### src/rtl/dtc_regs.svh
// register addresses, field positions, reset values and counts of the dual timer
`ifndef DTC_REGS_SVH
`define DTC_REGS_SVH

`define DTC_ADDR_TCON 8'h88
`define DTC_ADDR_TIMER_MODE_CONFIG 8'h89
`define DTC_ADDR_TL0 8'h8a
`define DTC_ADDR_TL1 8'h8b
`define DTC_ADDR_TH0 8'h8c
`define DTC_ADDR_TH1 8'h8d
`define DTC_ADDR_CLOCK_CONTROL_REG 8'h8e
`define DTC_ADDR_P2S 8'hb5

`define DTC_TIMER_MODE_CONFIG_GATE1 7
`define DTC_TIMER_MODE_CONFIG_SRC1 6
`define DTC_TIMER_MODE_CONFIG_GATE0 3
`define DTC_TIMER_MODE_CONFIG_SRC0 2

`define DTC_TCON_TF1 7
`define DTC_TCON_TR1 6
`define DTC_TCON_TF0 5
`define DTC_TCON_TR0 4

`define DTC_CLOCK_CONTROL_REG_CM1 4
`define DTC_CLOCK_CONTROL_REG_CM0 3
`define DTC_CLOCK_CONTROL_REG_MASK 8'h18

`define DTC_P2S_TOG1 3
`define DTC_P2S_TOG0 2
`define DTC_P2S_MASK 8'h8d

`define DTC_RESET_BYTE 8'h00
`define DTC_DIV_LAST 4'hb

`endif

### src/rtl/dtc_pkg.sv
// types shared by the dual timer modules
package dtc_pkg;

  typedef enum logic [1:0] {
    DTC_MODE_13,
    DTC_MODE_16,
    DTC_MODE_RELOAD,
    DTC_MODE_SPLIT
  } dtc_mode_t;

endpackage : dtc_pkg

### src/rtl/dtc_chan_if.sv
// control and count signals between the timer top and one counting channel
`timescale 1ns/10ps
interface dtc_chan_if;
  import dtc_pkg::*;
  dtc_mode_t mode;
  logic tick_low;
  logic tick_high;
  logic wr_low;
  logic wr_high;
  logic [7:0] wdata;
  logic [7:0] count_low;
  logic [7:0] count_high;
  logic ovf;
  logic ovf_high;

  modport ctrl (
    output mode, tick_low, tick_high, wr_low, wr_high, wdata,
    input count_low, count_high, ovf, ovf_high
  );
  modport chan (
    input mode, tick_low, tick_high, wr_low, wr_high, wdata,
    output count_low, count_high, ovf, ovf_high
  );
endinterface : dtc_chan_if

### src/rtl/dtc_top.sv
// dual 16-bit timer/counter with special function register access
`timescale 1ns/10ps
`include "dtc_regs.svh"
module dtc_top (
  // clock and reset
  input wire logic clk,
  input wire logic sys_rst,
  // special function register port
  input wire logic [7:0] sfr_addr,
  input wire logic [7:0] sfr_wdata,
  input wire logic sfr_wr,
  input wire logic sfr_rd,
  output logic [7:0] sfr_rdata,
  // interrupt service entry and overflow flags
  input wire logic isr_enter_ch0,
  input wire logic isr_enter_ch1,
  output logic overflow_flag_ch0,
  output logic overflow_flag_ch1,
  // count and toggle pins
  input wire logic count_pin_ch0_in,
  output logic count_pin_ch0_out,
  output logic count_pin_ch0_oe_n,
  input wire logic count_pin_ch1_in,
  output logic count_pin_ch1_out,
  output logic count_pin_ch1_oe_n,
  // gate pins
  input wire logic gate_pin_ch0,
  input wire logic gate_pin_ch1
);
  import dtc_pkg::*;

  logic [7:0] timer_mode_config;
  logic [7:0] clock_control_reg;
  logic [7:0] pin_setting_toggle_enable;
  logic run_bit_ch0;
  logic run_bit_ch1;
  logic [3:0] div_count;
  logic toggle_ch0;
  logic toggle_ch1;
  logic [7:0] next_rdata;

  dtc_chan_if cif0 ();
  dtc_chan_if cif1 ();

  // address decode
  wire wr_tcon = sfr_wr & (sfr_addr == `DTC_ADDR_TCON);
  wire wr_timer_mode_config = sfr_wr & (sfr_addr == `DTC_ADDR_TIMER_MODE_CONFIG);
  wire wr_clock_control_reg = sfr_wr & (sfr_addr == `DTC_ADDR_CLOCK_CONTROL_REG);
  wire wr_p2s = sfr_wr & (sfr_addr == `DTC_ADDR_P2S);
  wire [7:0] tcon_read = {overflow_flag_ch1, run_bit_ch1, overflow_flag_ch0, run_bit_ch0, 4'h0};

  // mode fields and option bits
  wire dtc_mode_t mode_ch0 = dtc_mode_t'(timer_mode_config[1:0]);
  wire dtc_mode_t mode_ch1 = dtc_mode_t'(timer_mode_config[5:4]);
  wire src_ch0 = timer_mode_config[`DTC_TIMER_MODE_CONFIG_SRC0];
  wire src_ch1 = timer_mode_config[`DTC_TIMER_MODE_CONFIG_SRC1];
  wire clock_mode_ch0 = clock_control_reg[`DTC_CLOCK_CONTROL_REG_CM0];
  wire clock_mode_ch1 = clock_control_reg[`DTC_CLOCK_CONTROL_REG_CM1];
  wire toggle_enable_ch0 = pin_setting_toggle_enable[`DTC_P2S_TOG0];
  wire toggle_enable_ch1 = pin_setting_toggle_enable[`DTC_P2S_TOG1];
  wire tog_on_ch0 = wr_p2s & sfr_wdata[`DTC_P2S_TOG0] & ~toggle_enable_ch0;
  wire tog_on_ch1 = wr_p2s & sfr_wdata[`DTC_P2S_TOG1] & ~toggle_enable_ch1;

  // counting enables
  wire gate_ok_ch0 = ~timer_mode_config[`DTC_TIMER_MODE_CONFIG_GATE0] | gate_pin_ch0;
  wire gate_ok_ch1 = ~timer_mode_config[`DTC_TIMER_MODE_CONFIG_GATE1] | gate_pin_ch1;
  wire en_ch0 = run_bit_ch0 & gate_ok_ch0;
  wire en_ch1 = run_bit_ch1 & gate_ok_ch1 & (mode_ch1 != DTC_MODE_SPLIT);
  wire div_tick = (div_count == `DTC_DIV_LAST);

  // split-mode high byte runs as a timer off channel 1's run bit
  wire high_tick_ch0 = run_bit_ch1 & (mode_ch0 == DTC_MODE_SPLIT) & (clock_mode_ch0 | div_tick);
  wire ovf_ch1_any = cif1.ovf | cif0.ovf_high;

  // register byte selection
  assign cif0.mode = mode_ch0;
  assign cif1.mode = mode_ch1;
  assign cif0.tick_high = high_tick_ch0;
  assign cif1.tick_high = 1'b0;
  assign cif0.wdata = sfr_wdata;
  assign cif1.wdata = sfr_wdata;
  assign cif0.wr_low = sfr_wr & (sfr_addr == `DTC_ADDR_TL0);
  assign cif0.wr_high = sfr_wr & (sfr_addr == `DTC_ADDR_TH0);
  assign cif1.wr_low = sfr_wr & (sfr_addr == `DTC_ADDR_TL1);
  assign cif1.wr_high = sfr_wr & (sfr_addr == `DTC_ADDR_TH1);

  assign next_rdata = (sfr_addr == `DTC_ADDR_TCON) ? tcon_read :
                      (sfr_addr == `DTC_ADDR_TIMER_MODE_CONFIG) ? timer_mode_config :
                      (sfr_addr == `DTC_ADDR_TL0) ? cif0.count_low :
                      (sfr_addr == `DTC_ADDR_TL1) ? cif1.count_low :
                      (sfr_addr == `DTC_ADDR_TH0) ? cif0.count_high :
                      (sfr_addr == `DTC_ADDR_TH1) ? cif1.count_high :
                      (sfr_addr == `DTC_ADDR_CLOCK_CONTROL_REG) ? clock_control_reg :
                      (sfr_addr == `DTC_ADDR_P2S) ? pin_setting_toggle_enable : 8'h00;

  // shared pin: drive toggle level only while its enable is set
  assign count_pin_ch0_out = toggle_ch0;
  assign count_pin_ch1_out = toggle_ch1;
  assign count_pin_ch0_oe_n = ~toggle_enable_ch0;
  assign count_pin_ch1_oe_n = ~toggle_enable_ch1;

  dtc_tick_sel u_tick_ch0 (
    .clk(clk),
    .sys_rst(sys_rst),
    .div_tick(div_tick),
    .clock_mode(clock_mode_ch0),
    .count_src(src_ch0),
    .enable(en_ch0),
    .count_pin(count_pin_ch0_in),
    .tick(cif0.tick_low)
  );

  dtc_tick_sel u_tick_ch1 (
    .clk(clk),
    .sys_rst(sys_rst),
    .div_tick(div_tick),
    .clock_mode(clock_mode_ch1),
    .count_src(src_ch1),
    .enable(en_ch1),
    .count_pin(count_pin_ch1_in),
    .tick(cif1.tick_low)
  );

  dtc_chan u_chan0 (
    .clk(clk),
    .sys_rst(sys_rst),
    .cif(cif0.chan)
  );

  dtc_chan u_chan1 (
    .clk(clk),
    .sys_rst(sys_rst),
    .cif(cif1.chan)
  );

  // configuration registers and read data
  always_ff @(posedge clk or posedge sys_rst)
  begin
    if (sys_rst)
    begin
      timer_mode_config <= `DTC_RESET_BYTE;
      clock_control_reg <= `DTC_RESET_BYTE;
      pin_setting_toggle_enable <= `DTC_RESET_BYTE;
      run_bit_ch0 <= 1'b0;
      run_bit_ch1 <= 1'b0;
      sfr_rdata <= 8'h00;
    end
    else
    begin
      if (wr_timer_mode_config)
        timer_mode_config <= sfr_wdata;
      if (wr_clock_control_reg)
        clock_control_reg <= sfr_wdata & `DTC_CLOCK_CONTROL_REG_MASK;
      if (wr_p2s)
        pin_setting_toggle_enable <= sfr_wdata & `DTC_P2S_MASK;
      if (wr_tcon)
      begin
        run_bit_ch0 <= sfr_wdata[`DTC_TCON_TR0];
        run_bit_ch1 <= sfr_wdata[`DTC_TCON_TR1];
      end
      if (sfr_rd)
        sfr_rdata <= next_rdata;
    end
  end

  // overflow flags: hardware set wins over any clear
  always_ff @(posedge clk or posedge sys_rst)
  begin
    if (sys_rst)
    begin
      overflow_flag_ch0 <= 1'b0;
      overflow_flag_ch1 <= 1'b0;
    end
    else
    begin
      if (cif0.ovf)
        overflow_flag_ch0 <= 1'b1;
      else if (wr_tcon)
        overflow_flag_ch0 <= sfr_wdata[`DTC_TCON_TF0];
      else if (isr_enter_ch0)
        overflow_flag_ch0 <= 1'b0;
      if (ovf_ch1_any)
        overflow_flag_ch1 <= 1'b1;
      else if (wr_tcon)
        overflow_flag_ch1 <= sfr_wdata[`DTC_TCON_TF1];
      else if (isr_enter_ch1)
        overflow_flag_ch1 <= 1'b0;
    end
  end

  // prescaler and toggle outputs
  always_ff @(posedge clk or posedge sys_rst)
  begin
    if (sys_rst)
    begin
      div_count <= 4'h0;
      toggle_ch0 <= 1'b1;
      toggle_ch1 <= 1'b1;
    end
    else
    begin
      div_count <= div_tick ? 4'h0 : div_count + 4'h1;
      if (tog_on_ch0)
        toggle_ch0 <= 1'b1;
      else if (cif0.ovf && toggle_enable_ch0)
        toggle_ch0 <= ~toggle_ch0;
      if (tog_on_ch1)
        toggle_ch1 <= 1'b1;
      else if (cif1.ovf && toggle_enable_ch1)
        toggle_ch1 <= ~toggle_ch1;
    end
  end

  wire no_wr_ch0 = ~cif0.wr_low & ~cif0.wr_high;
  wire [15:0] cnt16_ch0 = {cif0.count_high, cif0.count_low};

  // reference count of twelve, free running from reset like the prescaler
  logic [3:0] div_gap;
  always_ff @(posedge clk or posedge sys_rst)
  begin
    if (sys_rst)
    begin
      div_gap <= 4'h0;
    end
    else
    begin
      div_gap <= (div_gap == 4'hb) ? 4'h0 : div_gap + 4'h1;
    end
  end
endmodule : dtc_top

### src/rtl/dtc_tick_sel.sv
// per-channel count source: prescaled tick, raw clock or falling pin edge
`timescale 1ns/10ps
module dtc_tick_sel (
  // clock and reset
  input wire logic clk,
  input wire logic sys_rst,
  // selection
  input wire logic div_tick,
  input wire logic clock_mode,
  input wire logic count_src,
  input wire logic enable,
  // pin and result
  input wire logic count_pin,
  output logic tick
);
  logic pin_q;
  logic pin_fall;
  logic timer_tick;

  // reset low so a low pin at release is not taken as an edge
  always_ff @(posedge clk or posedge sys_rst)
  begin
    if (sys_rst)
    begin
      pin_q <= 1'b0;
    end
    else
    begin
      pin_q <= count_pin;
    end
  end

  assign pin_fall = pin_q & ~count_pin;
  assign timer_tick = clock_mode ? 1'b1 : div_tick;
  assign tick = enable & (count_src ? pin_fall : timer_tick);
endmodule : dtc_tick_sel

### src/rtl/dtc_chan.sv
// one 16-bit count register with 13-bit, 16-bit, reload and split modes
`timescale 1ns/10ps
module dtc_chan (
  // clock and reset
  input wire logic clk,
  input wire logic sys_rst,
  // control and counts
  dtc_chan_if.chan cif
);
  import dtc_pkg::*;

  logic [7:0] count_low;
  logic [7:0] count_high;
  logic [7:0] next_low;
  logic [7:0] next_high;
  logic [12:0] sum13;
  logic [15:0] sum16;
  logic full;

  assign sum13 = {count_high, count_low[4:0]} + 13'h0001;
  assign sum16 = {count_high, count_low} + 16'h0001;
  assign full = (cif.mode == DTC_MODE_13) ? (&count_high & &count_low[4:0]) :
                (cif.mode == DTC_MODE_16) ? (&count_high & &count_low) : &count_low;
  assign cif.ovf = cif.tick_low & full;
  assign cif.ovf_high = cif.tick_high & (cif.mode == DTC_MODE_SPLIT) & &count_high;
  assign cif.count_low = count_low;
  assign cif.count_high = count_high;

  always_comb
  begin
    next_low = count_low;
    next_high = count_high;
    if (cif.tick_low)
    begin
      case (cif.mode)
        DTC_MODE_13:
        begin
          next_high = sum13[12:5];
          next_low = {count_low[7:5], sum13[4:0]};
        end
        DTC_MODE_16:
        begin
          next_high = sum16[15:8];
          next_low = sum16[7:0];
        end
        DTC_MODE_RELOAD:
        begin
          next_low = full ? count_high : count_low + 8'h01;
        end
        DTC_MODE_SPLIT:
        begin
          next_low = count_low + 8'h01;
        end
        default:
        begin
          next_low = count_low;
        end
      endcase
    end
    if (cif.tick_high && cif.mode == DTC_MODE_SPLIT)
    begin
      next_high = count_high + 8'h01;
    end
    if (cif.wr_low)
    begin
      next_low = cif.wdata;
    end
    if (cif.wr_high)
    begin
      next_high = cif.wdata;
    end
  end

  always_ff @(posedge clk or posedge sys_rst)
  begin
    if (sys_rst)
    begin
      count_low <= 8'h00;
      count_high <= 8'h00;
    end
    else
    begin
      count_low <= next_low;
      count_high <= next_high;
    end
  end
endmodule : dtc_chan

### config.mk
export PLATFORM = sky130hd
export DESIGN_NAME = dtc_top
export DESIGN_NICKNAME = d
export VERILOG_FILES = /design/src/rtl/dtc_pkg.sv /design/src/rtl/dtc_chan_if.sv /design/src/rtl/dtc_top.sv /design/src/rtl/dtc_tick_sel.sv /design/src/rtl/dtc_chan.sv
export VERILOG_INCLUDE_DIRS = /design/src /design/src/rtl
export SDC_FILE = /design/constraint.sdc
export NUM_CORES = 1
export LEC_CHECK = 0
export BUFFER_PORTS_ARGS = -buffer_cell sky130_fd_sc_hd__buf_2
export CORE_ASPECT_RATIO = 2
export CORE_MARGIN = 2
export CORE_UTILIZATION = 54
export CTS_BUF_LIST = sky130_fd_sc_hd__clkbuf_4 sky130_fd_sc_hd__clkbuf_8 sky130_fd_sc_hd__clkbuf_16
export CTS_CLUSTER_SIZE = 24
export DETAILED_ROUTE_END_ITERATION = 6
export GPL_TIMING_DRIVEN = 1
export HOLD_SLACK_MARGIN = 0.03
export PLACE_DENSITY = 0.78
export SYNTH_ARGS = -nofsm -noshare
export SYNTH_HDL_FRONTEND = slang
export SYNTH_SLANG_ARGS = --single-unit
export TNS_END_PERCENT = 10
### constraint.sdc
create_clock -name clk -period 2.1 [get_ports clk]
set_input_delay 0.42 -clock clk [delete_from_list [all_inputs] [get_ports clk]]
set_output_delay 0.42 -clock clk [all_outputs]
set_load 0.01 [all_outputs]
Word level (Yosys, flattened, before mapping)
Index checks and enable logic that the tools add are counted.
- bits in registers: 66
- latch bits: 0
- memory bits (writable): 0
- ROM bits: 0
- output and inout bits: 14
- word-level logic and storage cells: 153
- memories: 0
- add/sub/neg operators: 8
- multipliers: 0
- div/mod/pow operators: 0
- order comparisons: 0
- equal/unequal tests: 18
- shifts and indexed selects: 0
- muxes and demuxes: 42
- bitwise operators: 41
- reduce and logical (&&, ||, !) cells: 25
- operator list (operator ; count):
    $mux 8 ; 19
    $eq 8x8->1 const B ; 8
    $pmux 8 s4 ; 2
    $add 16x1->16 const B ; 2
    $pmux 8 s2 ; 2
    $reduce_and 8->1 ; 4
    $and 1x1->1 ; 29
    $add 13x1->13 const B ; 2
    $add 8x1->8 const B ; 3
    $mux 1 ; 18
    $reduce_bool 3->1 ; 4
    $reduce_and 5->1 ; 2
    $reduce_bool 2->1 ; 5
    $eq 2x2->1 const B ; 4
    $not 1->1 ; 8
    $reduce_and 2->1 ; 4
    $ne 2x2->1 const B ; 3
    $add 4x1->4 const B ; 1
    $eq 2x1->1 const B ; 2
    $eq 4x4->1 const B ; 1
    $logic_not 2->1 ; 2
    $mux 4 ; 1
    $or 1x1->1 ; 4
    $reduce_bool 4->1 ; 1
    $logic_and 1x1->1 ; 3

Longest topological paths before layout
Gate-level depths: netlist of run 1.
- depth in word-level cells: 9
- gate-level depth with buffers: 7
- mapped depth without buffers: 6

Modules after synthesis
Synthesis of run 1 repeated with hierarchy kept, for this count alone.
- cell total of the unflattened synthesis: 519
- area total of the unflattened synthesis: 4613.2 um^2
- modules (own cells, without submodules) (module ; instances ; cells each ; area each (um^2)):
    dtc_chan ; 2 ; 153 ; 1258.7
    dtc_top ; 1 ; 201 ; 1968.1
    dtc_tick_sel ; 2 ; 6 ; 63.8

Least setup slack after synthesis of run 1
OpenSTA, ideal clock, no wires.
- path kind: in2reg
- start: in sfr_addr[4]
- end: reg timer_mode_config[3]
- arrival time: 1.811 ns
- data required time: 1.972 ns
- slack: 0.161 ns
- stages on the path: 6
- path buffers: 1
- cells stage by stage: nor4b_2 -> nand2_1 -> nor3_2 -> and3_1 -> buf_4 -> mux2_1
- cells in the longest elaborated chain, start to end: 2
- RTL lines (item ; RTL line ; RTL):
    start: declaration ; dtc_top.sv:9 ; input wire logic [7:0] sfr_addr,
    $eq 8x8->1 (no source line) ; n/a ;
    $and 1x1->1 ; dtc_top.sv:47 ; wire wr_timer_mode_config = sfr_wr & (sfr_addr == `DTC_ADDR_TIMER_MODE_CONFIG);
    end signal: assignment ; dtc_top.sv:141 ; timer_mode_config <= `DTC_RESET_BYTE;
    end signal: assignment ; dtc_top.sv:151 ; timer_mode_config <= sfr_wdata;
    end: declaration ; dtc_top.sv:32 ; logic [7:0] timer_mode_config;
Every way passes these cells.
A chain may end at the register's enable or synchronous reset.

Worst setup path after layout of run 1
- start: reg div_count[0]
- end: reg u_chan1.count_high[5], in the netlist u_chan1.cif.count_high[5]
- cells in the longest elaborated chain, start to end: 6
- RTL lines (item ; RTL line ; RTL):
    start: declaration ; dtc_top.sv:37 ; logic [3:0] div_count;
    start signal: assignment ; dtc_top.sv:202 ; div_count <= div_tick ? 4'h0 : div_count + 4'h1;
    $eq 4x4->1 (no source line) ; n/a ;
    $mux 1 ; dtc_tick_sel.sv:34 ; assign timer_tick = clock_mode ? 1'b1 : div_tick;
    $mux 1 ; dtc_tick_sel.sv:35 ; assign tick = enable & (count_src ? pin_fall : timer_tick);
    $and 1x1->1 ; dtc_tick_sel.sv:35 ;
    $reduce_bool 2->1 (no source line) ; n/a ;
    $reduce_and 2->1 (no source line) ; n/a ;
    end signal: assignment ; dtc_chan.sv:84 ; count_high <= next_high;
    end: declaration ; dtc_chan.sv:13 ; logic [7:0] count_high;
Every way passes these cells.

==> results_dict.tcl, run 1 <==
set metrics [dict create \
    antenna_left 0 \
    worst_ep_arrival_time_ps 2330 \
    synth_area_leaders "dfrtp_1, nand2_1, mux2_2" \
    power.leakage_nw 2.37 \
    dr_wl_met2_mm 7.86 \
    instances_no_fill 680 \
    fin_worst_skew_ps 8.97 \
    synth.top_cell.area_share_pct 35.8 \
    ios 40 \
    endpoint_kind "flip-flop" \
    die_h_um 133 \
    grt_overflow 0 \
    crit_type "reg -> reg" \
    status "finished, final reports clean" \
    dpl.hpwl_mm 11.5 \
    track_usage_pct 36.0 \
    synth-edff-count 0 \
    avgSynthCellArea_um2 9.05 \
    synth_cells 494 \
    first_global_vias 4467 \
    cts-htree-levels 3 \
    place_congestion 0.991 \
    hold_buffers 0 \
    rrSetupSlack_ps 40 \
    post-place-ws_ps -49.2 \
    cp_max_fo 8 \
    top_layer_used "met4" \
    dieArea_mm2 0.00906 \
    die_w_um 68.3 \
    fillerInstances 673 \
    relSlewSlack_pct 63.2 \
    postLayoutSetupSlackWorst_ps 40.9 \
    grt_pass1_wl_mm 23.6 \
    final_core_utilization_pct 66.9 \
    final_area_mm2 0.00547 \
    drive_gt1_share_pct 27.1 \
    max_freq_ghz 0.486 \
    drc_errors 0 \
    synth_common_cells "dfrtp_1, nand2_1, nor2_1" \
    drv_cap 0 \
    p_per_area_mw_per_mm2 667 \
    ys_seq_area_share_pct 37.0 \
    cts_buffer_depth 2 \
    route.met3.wl_um 681 \
    clk_pin_slew_ps 60 \
    setup_viol 0 \
    synth.distinct_cells 73 \
    async_flop_share_pct 100 \
    diodes 0 \
    portBuffers 39 \
    syn_nets 524 \
    grt_max_degree 67 \
    worstMarginPinSlew_ps 545 \
    fin_setup_tns_ps 0 \
    area_delta_synth_final_pct 22.3 \
    synth_seq_cells 66 \
    numClockSinks 66 \
    cp-start-kind "flip-flop" \
    min_period_ps 2060 \
    cp.required_ps 2370 \
    synth.most_common_cell "dfrtp_1" \
    synth_top_area_cell "dfrtp_1" \
    vias 4500 \
    dpl.cell_count 664 \
    report.final.slew_viol_count 0 \
    start_util_pct 54.7 \
    post_dp_cell_area_mm2 0.00514 \
    dr.pass1.iters 4 \
    ys.flop_type "dfrtp_1" \
    rsz0062_at_grt "true" \
    m1WireLength_mm 5.24 \
    post_drt_wl_per_cell_um 22.3 \
    core_area_mm2 0.00817 \
    drt_iter0_drc 324 \
    nets 607 \
    cts-root-buf "clkbuf_16" \
    hold_class "in -> async" \
    syn_area_mm2 0.00447 \
    cts_setup_buffers 0 \
    synth_warnings 0 \
    clock_latency_ps 340 \
    cts_tree "built" \
    wirelength_mm 15.2 \
    row_count 47 \
    viasPerCell 6.62 \
    period_share_pct 98.1 \
    finalHoldViolCount 0 \
    grt_antenna_before_repair 0 \
    irDropWorstVdd_mv 0.551 \
    cts_buffers 9 \
]
==> area by class of cell <==
cell class / count / area, um^2 / area share (%)
Timing Repair Buffer: 99 / 671 / 12.3
Sequential cell: 66 / 1650 / 30.3
Tap cell: 98 / 123 / 2.24
Clock buffer: 10 / 239 / 4.37
Multi-Input combinational cell: 382 / 2640 / 48.4
Inverter: 19 / 71.3 / 1.30
Clock inverter: 6 / 66.3 / 1.21
==> cells by family after synthesis <==
logic type               Yosys count  share of synthesized area [%]
buffers and inverters             46                           4.23
adder cells (fa/ha/maj)            4                           1.12
multiplexers                      35                           8.45
AND/OR/NAND/NOR                  200                           25.3
flip-flops                        66                           37.0
AO/OA/AOI/OAI                    135                           22.3
XOR/XNOR                           8                           1.57
==> cell usage in the layout, fill, tap and decap left out, types with 6 or more instances in the layout <==
master and count:
nand3_1 21, or4_1 11, xnor2_1 6, mux2_1 10, dfrtp_1 64, nand2b_1 8, clkbuf_16 9, and3_1 7
nor2_1 34, nor3_1 6, mux2i_1 13, mux2_2 12, o211ai_1 10, o21ai_0 18, buf_2 39, a21oi_1 26
nand4_1 12, inv_1 18, buf_4 58, or3_1 9, o21ai_1 9, o31ai_1 7, a31oi_1 13, nand2_1 52
==> per-stage QoR <==
| stage | total power [mW] | hold slack [ps] |
|---|---|---|
| after detailed placement | 2.12 | 484 |
| final | 3.65 | 145 |
| after global placement | 2.09 | 468 |
| after CTS | 3.64 | 166 |
| after global routing | 3.78 | 167 |
| after floorplan | 1.83 | 430 |
==> worst max-delay path, cell delays in order, from the launching register on <==
cell and delay [ps]:
dfrtp_1 350, ha_1 160, and3b_2 300, a2bb2oi_4 280
nand4_2 280, or4_1 530, nand3_1 90
==> where the power goes <==
group | internal [mW] | total (mW) | switching (mW)
Sequential | 1.38 | 1.49 | 0.111
Clock | 0.950 | 1.54 | 0.585
Combinational | 0.267 | 0.623 | 0.356
==> what timing repair did <==
item | 4_1_cts | 5_1_grt
endpoints found under the hold margin | 0 | 0
pin swaps | 0 | 1
setup endpoints to repair | 4 | 10
gates resized for setup | 0 | 3
==> layer usage <==
layer	vias to the layer above	track usage, %
li1	2036	-
met1	2200	38.1
met2	185	59.4
met3	79	6.38
met4	0	28.8
met5	-	0
==> final timing paths <==
path,from,end,cells past startpoint
max in group asynchronous,sys_rst,count_pin_ch0_out$_DFFE_PP1P_,3
min,sys_rst,sfr_rdata[7]$_DFFE_PP0P_,3
min reg2reg,pin_setting_toggle_enable[2]$_DFFE_PP0P_,count_pin_ch0_out$_DFFE_PP1P_,1
max,div_count[0]$_DFF_PP0_,u_chan1.cif.count_high[5]$_DFFE_PP0P_,6
max reg2reg,div_count[0]$_DFF_PP0_,u_chan1.cif.count_high[5]$_DFFE_PP0P_,6
min in group clk,count_pin_ch1_in,u_tick_ch1.pin_q$_DFF_PP0_,1
Power figures use the tool's default switching activity.
==> run 2: changes to the inputs <==
--- a/config.mk
+++ b/config.mk
@@ -6,16 +6,17 @@
 export SDC_FILE = /design/constraint.sdc
 export NUM_CORES = 1
 export LEC_CHECK = 0
+export ABC_AREA = 1
 export BUFFER_PORTS_ARGS = -buffer_cell sky130_fd_sc_hd__buf_2
 export CORE_ASPECT_RATIO = 2
 export CORE_MARGIN = 2
-export CORE_UTILIZATION = 54
-export CTS_BUF_LIST = sky130_fd_sc_hd__clkbuf_4 sky130_fd_sc_hd__clkbuf_8 sky130_fd_sc_hd__clkbuf_16
+export CORE_UTILIZATION = 55
+export CTS_BUF_LIST = sky130_fd_sc_hd__clkbuf_16
 export CTS_CLUSTER_SIZE = 24
 export DETAILED_ROUTE_END_ITERATION = 6
 export GPL_TIMING_DRIVEN = 1
 export HOLD_SLACK_MARGIN = 0.03
-export PLACE_DENSITY = 0.78
+export PLACE_DENSITY = 0.79
 export SYNTH_ARGS = -nofsm -noshare
 export SYNTH_HDL_FRONTEND = slang
 export SYNTH_SLANG_ARGS = --single-unit
==> run 2 against run 1 <==
Against the previous run: clock skew shrank 3.7 ps; sequential power grew 7%; non-clock buffer count shrank 32; setup slack gained 57 ps; die area grew 6.4%; worst hold slack lost 70 ps; synthesized cell count grew 46%; design area grew 4.0%; critical path type unchanged; highest routed layer unchanged.
==> results_dict.tcl, run 2 <==
set metrics [dict create \
    post-place-ws_ps 148 \
    clk_pin_slew_ps 60 \
    drt_iter0_drc 564 \
    use_met3_pct 6.63 \
    diodes 0 \
    top_usage_layer "met2" \
    synth.most_common_cell "nand2_1" \
    numClockSinks 66 \
    ys.flop_type "dfrtp_1" \
    cts_buffer_depth 2 \
    cp_common_cell "nand3_1" \
    grt_max_degree 49 \
    cp.required_ps 2330 \
    track_usage_pct 40.2 \
    finalHoldViolCount 0 \
    worst_ep_arrival_time_ps 2240 \
    dieArea_mm2 0.00964 \
    hold_buffers 0 \
    place_congestion 0.997 \
    setup_viol 0 \
    grt_overflow 0 \
    portBuffers 39 \
    die_h_um 137 \
    avgSynthCellArea_um2 6.73 \
    synth_seq_cells 66 \
    status "finished, final reports clean" \
    synth.top_cell.area_share_pct 33.0 \
    hold_class "in -> async" \
    postLayoutSetupSlackWorst_ps 97.6 \
    synth.distinct_cells 42 \
    cts_buffers 9 \
    vias 5417 \
    cp_top_family "simple AND/OR/NAND/NOR gates" \
    met1_usage_pct 36.0 \
    viasPerCell 6.03 \
    fin_setup_tns_ps 0 \
    synth_cells 721 \
    cts-htree-levels 3 \
    syn_area_mm2 0.00486 \
    synth_warnings 0 \
    layout_common_cells "nand2_1, inv_1, nand3_1, dfrtp_1, nor2_1" \
    die_w_um 70.4 \
    synth_compound_area_share_pct 11.9 \
    rsz0062_at_grt "false" \
    synthMuxAreaShare_pct 0 \
    power.total_mw 4.18 \
    endpoint_kind "flip-flop" \
    period_share_pct 95.4 \
    first_global_vias 5372 \
    cp-start-kind "flip-flop" \
    synth_xor_area_share_pct 2.34 \
    fin_worst_skew_ps 5.26 \
    synth_top_family_by_area "simple AND/OR/NAND/NOR gates" \
    grt_antenna_before_repair 0 \
    synth_common_cells "nand2_1, inv_1, nand3_1" \
    r2r_cells 10 \
    grtUsageMet2_pct 75.1 \
    p_per_area_mw_per_mm2 734 \
    critPathSlowestCell "dfrtp_1" \
    row_count 48 \
    antenna_left 0 \
    cp_max_fo 7 \
    crit_type "reg -> reg" \
    cts_tree "built" \
    rrSetupSlack_ps 100 \
    area_delta_synth_final_pct 17.1 \
    dr.pass1.iters 6 \
    crit_path_cell_trace "ha_1, nand3_1, nand3_1, nand3_1, nand2_2, nor2_4, buf_4, a21oi_1, nand2_1, nand2_1" \
    cts-root-buf "clkbuf_16" \
    ys_seq_area_share_pct 34.1 \
    slowest_delay_ps 390 \
    post_drt_wl_per_cell_um 20.9 \
    drive_gt1_share_pct 17.4 \
    report.final.slew_viol_count 0 \
    max_freq_ghz 0.499 \
    min_period_ps 2000 \
    clock_latency_ps 340 \
    drc_errors 0 \
    drv_cap 0 \
    reg2reg_to "u_chan0.cif.count_high[7]$_DFFE_PP0P_" \
    start_util_pct 56.5 \
    synth-edff-count 0 \
    synthAdderAreaFrac_pct 1.03 \
    layout_commonest_cell "nand2_1" \
    grt_pass1_wl_mm 28.5 \
    crit_buf_inv 1 \
    core_area_mm2 0.00859 \
    ios 40 \
    worstMarginPinSlew_ps 516 \
    power.leakage_nw 3.08 \
    yosys.area_share.simple_pct 41.6 \
    relSlewSlack_pct 65.5 \
    dpl.hpwl_mm 14.8 \
    irDropWorstVdd_mv 0.538 \
    wirelength_mm 18.8 \
    synth_area_leaders "dfrtp_1, nand2_1, nand3_1" \
    synth_top_area_cell "dfrtp_1" \
    syn_nets 751 \
    timing.rr.start "div_count[0]$_DFF_PP0_" \
    async_flop_share_pct 100 \
    nets 824 \
]
==> run 2: cell types whose count changed in the layout (fill, tap and decap cells not counted), moves of 11 or more <==
cell     before  now
nand2_1      52  230
inv_1        18   96
nand3_1      21   73
buf_4        58   27
o21ai_0      18   45
nor2_1       34   55
mux2i_1      13    0
a31oi_1      13    1
mux2_2       12    0
or4_1        11    0
==> run 2: logic make-up (layout without fill, tap and decap cells) <==
kind of cell,Yosys count,in the layout
and+or+nand+nor,431,431
buffers and inverters,110,188
AOI/OAI and AO/OA,97,97
DFF,66,66
xor gates and xnor gates,13,13
adders and majority gates,4,4
==> run 2: cell type report <==
cell class / instances / area [um^2]
Inverter: 105 / 402
Multi-Input combinational cell: 545 / 2760
Fill cell: 794 / 2900
Clock inverter: 7 / 101
Clock buffer: 9 / 225
Timing Repair Buffer: 67 / 418
Tap cell: 100 / 125
Sequential cell: 66 / 1650
==> run 2: worst max-delay path by stage <==
stage / startpoint / endpoint / depth (start not counted)
6_report: div_count[0]$_DFF_PP0_ / u_chan0.cif.count_high[7]$_DFFE_PP0P_ / 10
5_1_grt: u_chan1.cif.count_low[1]$_DFFE_PP0P_ / u_chan1.cif.count_high[7]$_DFFE_PP0P_ / 11
4_1_cts: div_count[0]$_DFF_PP0_ / u_chan0.cif.count_high[1]$_DFFE_PP0P_ / 10
3_5_place_dp: sfr_addr[4] / u_chan0.cif.count_low[3]$_DFFE_PP0P_ / 9
3_3_place_gp: sfr_addr[4] / u_chan0.cif.count_low[3]$_DFFE_PP0P_ / 9
2_1_floorplan: sys_rst / clock_control_reg[3]$_DFFE_PP0P_ / 1
==> run 2: layer usage <==
metal  wire length, um  vias to the layer above
met5                 0                        -
met4              1880                        0
met3              1270                      125
met2             10100                      328
met1              5510                     2479
li1                  -                     2485
==> run 2: timing repair <==
item,4_1_cts,5_1_grt
resized for setup,0,0
setup buffers,0,2
endpoints found under the setup margin,0,1
==> run 2: per-stage QoR <==
stage                     util [%]  hold WS, ps  std cells  cell area, um^2
after floorplan                  -          451        721             4860
after global placement        62.3          430        881             5350
after detailed placement      62.3          444        881             5350
after CTS                     66.1         83.5        897             5670
after global routing          66.2          104        899             5690
final                         66.2         75.1        899             5690
==> run 2: where the power goes <==
group          internal [mW]  leakage (nW)  total, mW  switching, mW
combinational          0.331          2.07      0.925          0.594
clock                   1.05         0.153       1.67          0.617
sequential              1.41         0.859       1.59          0.178
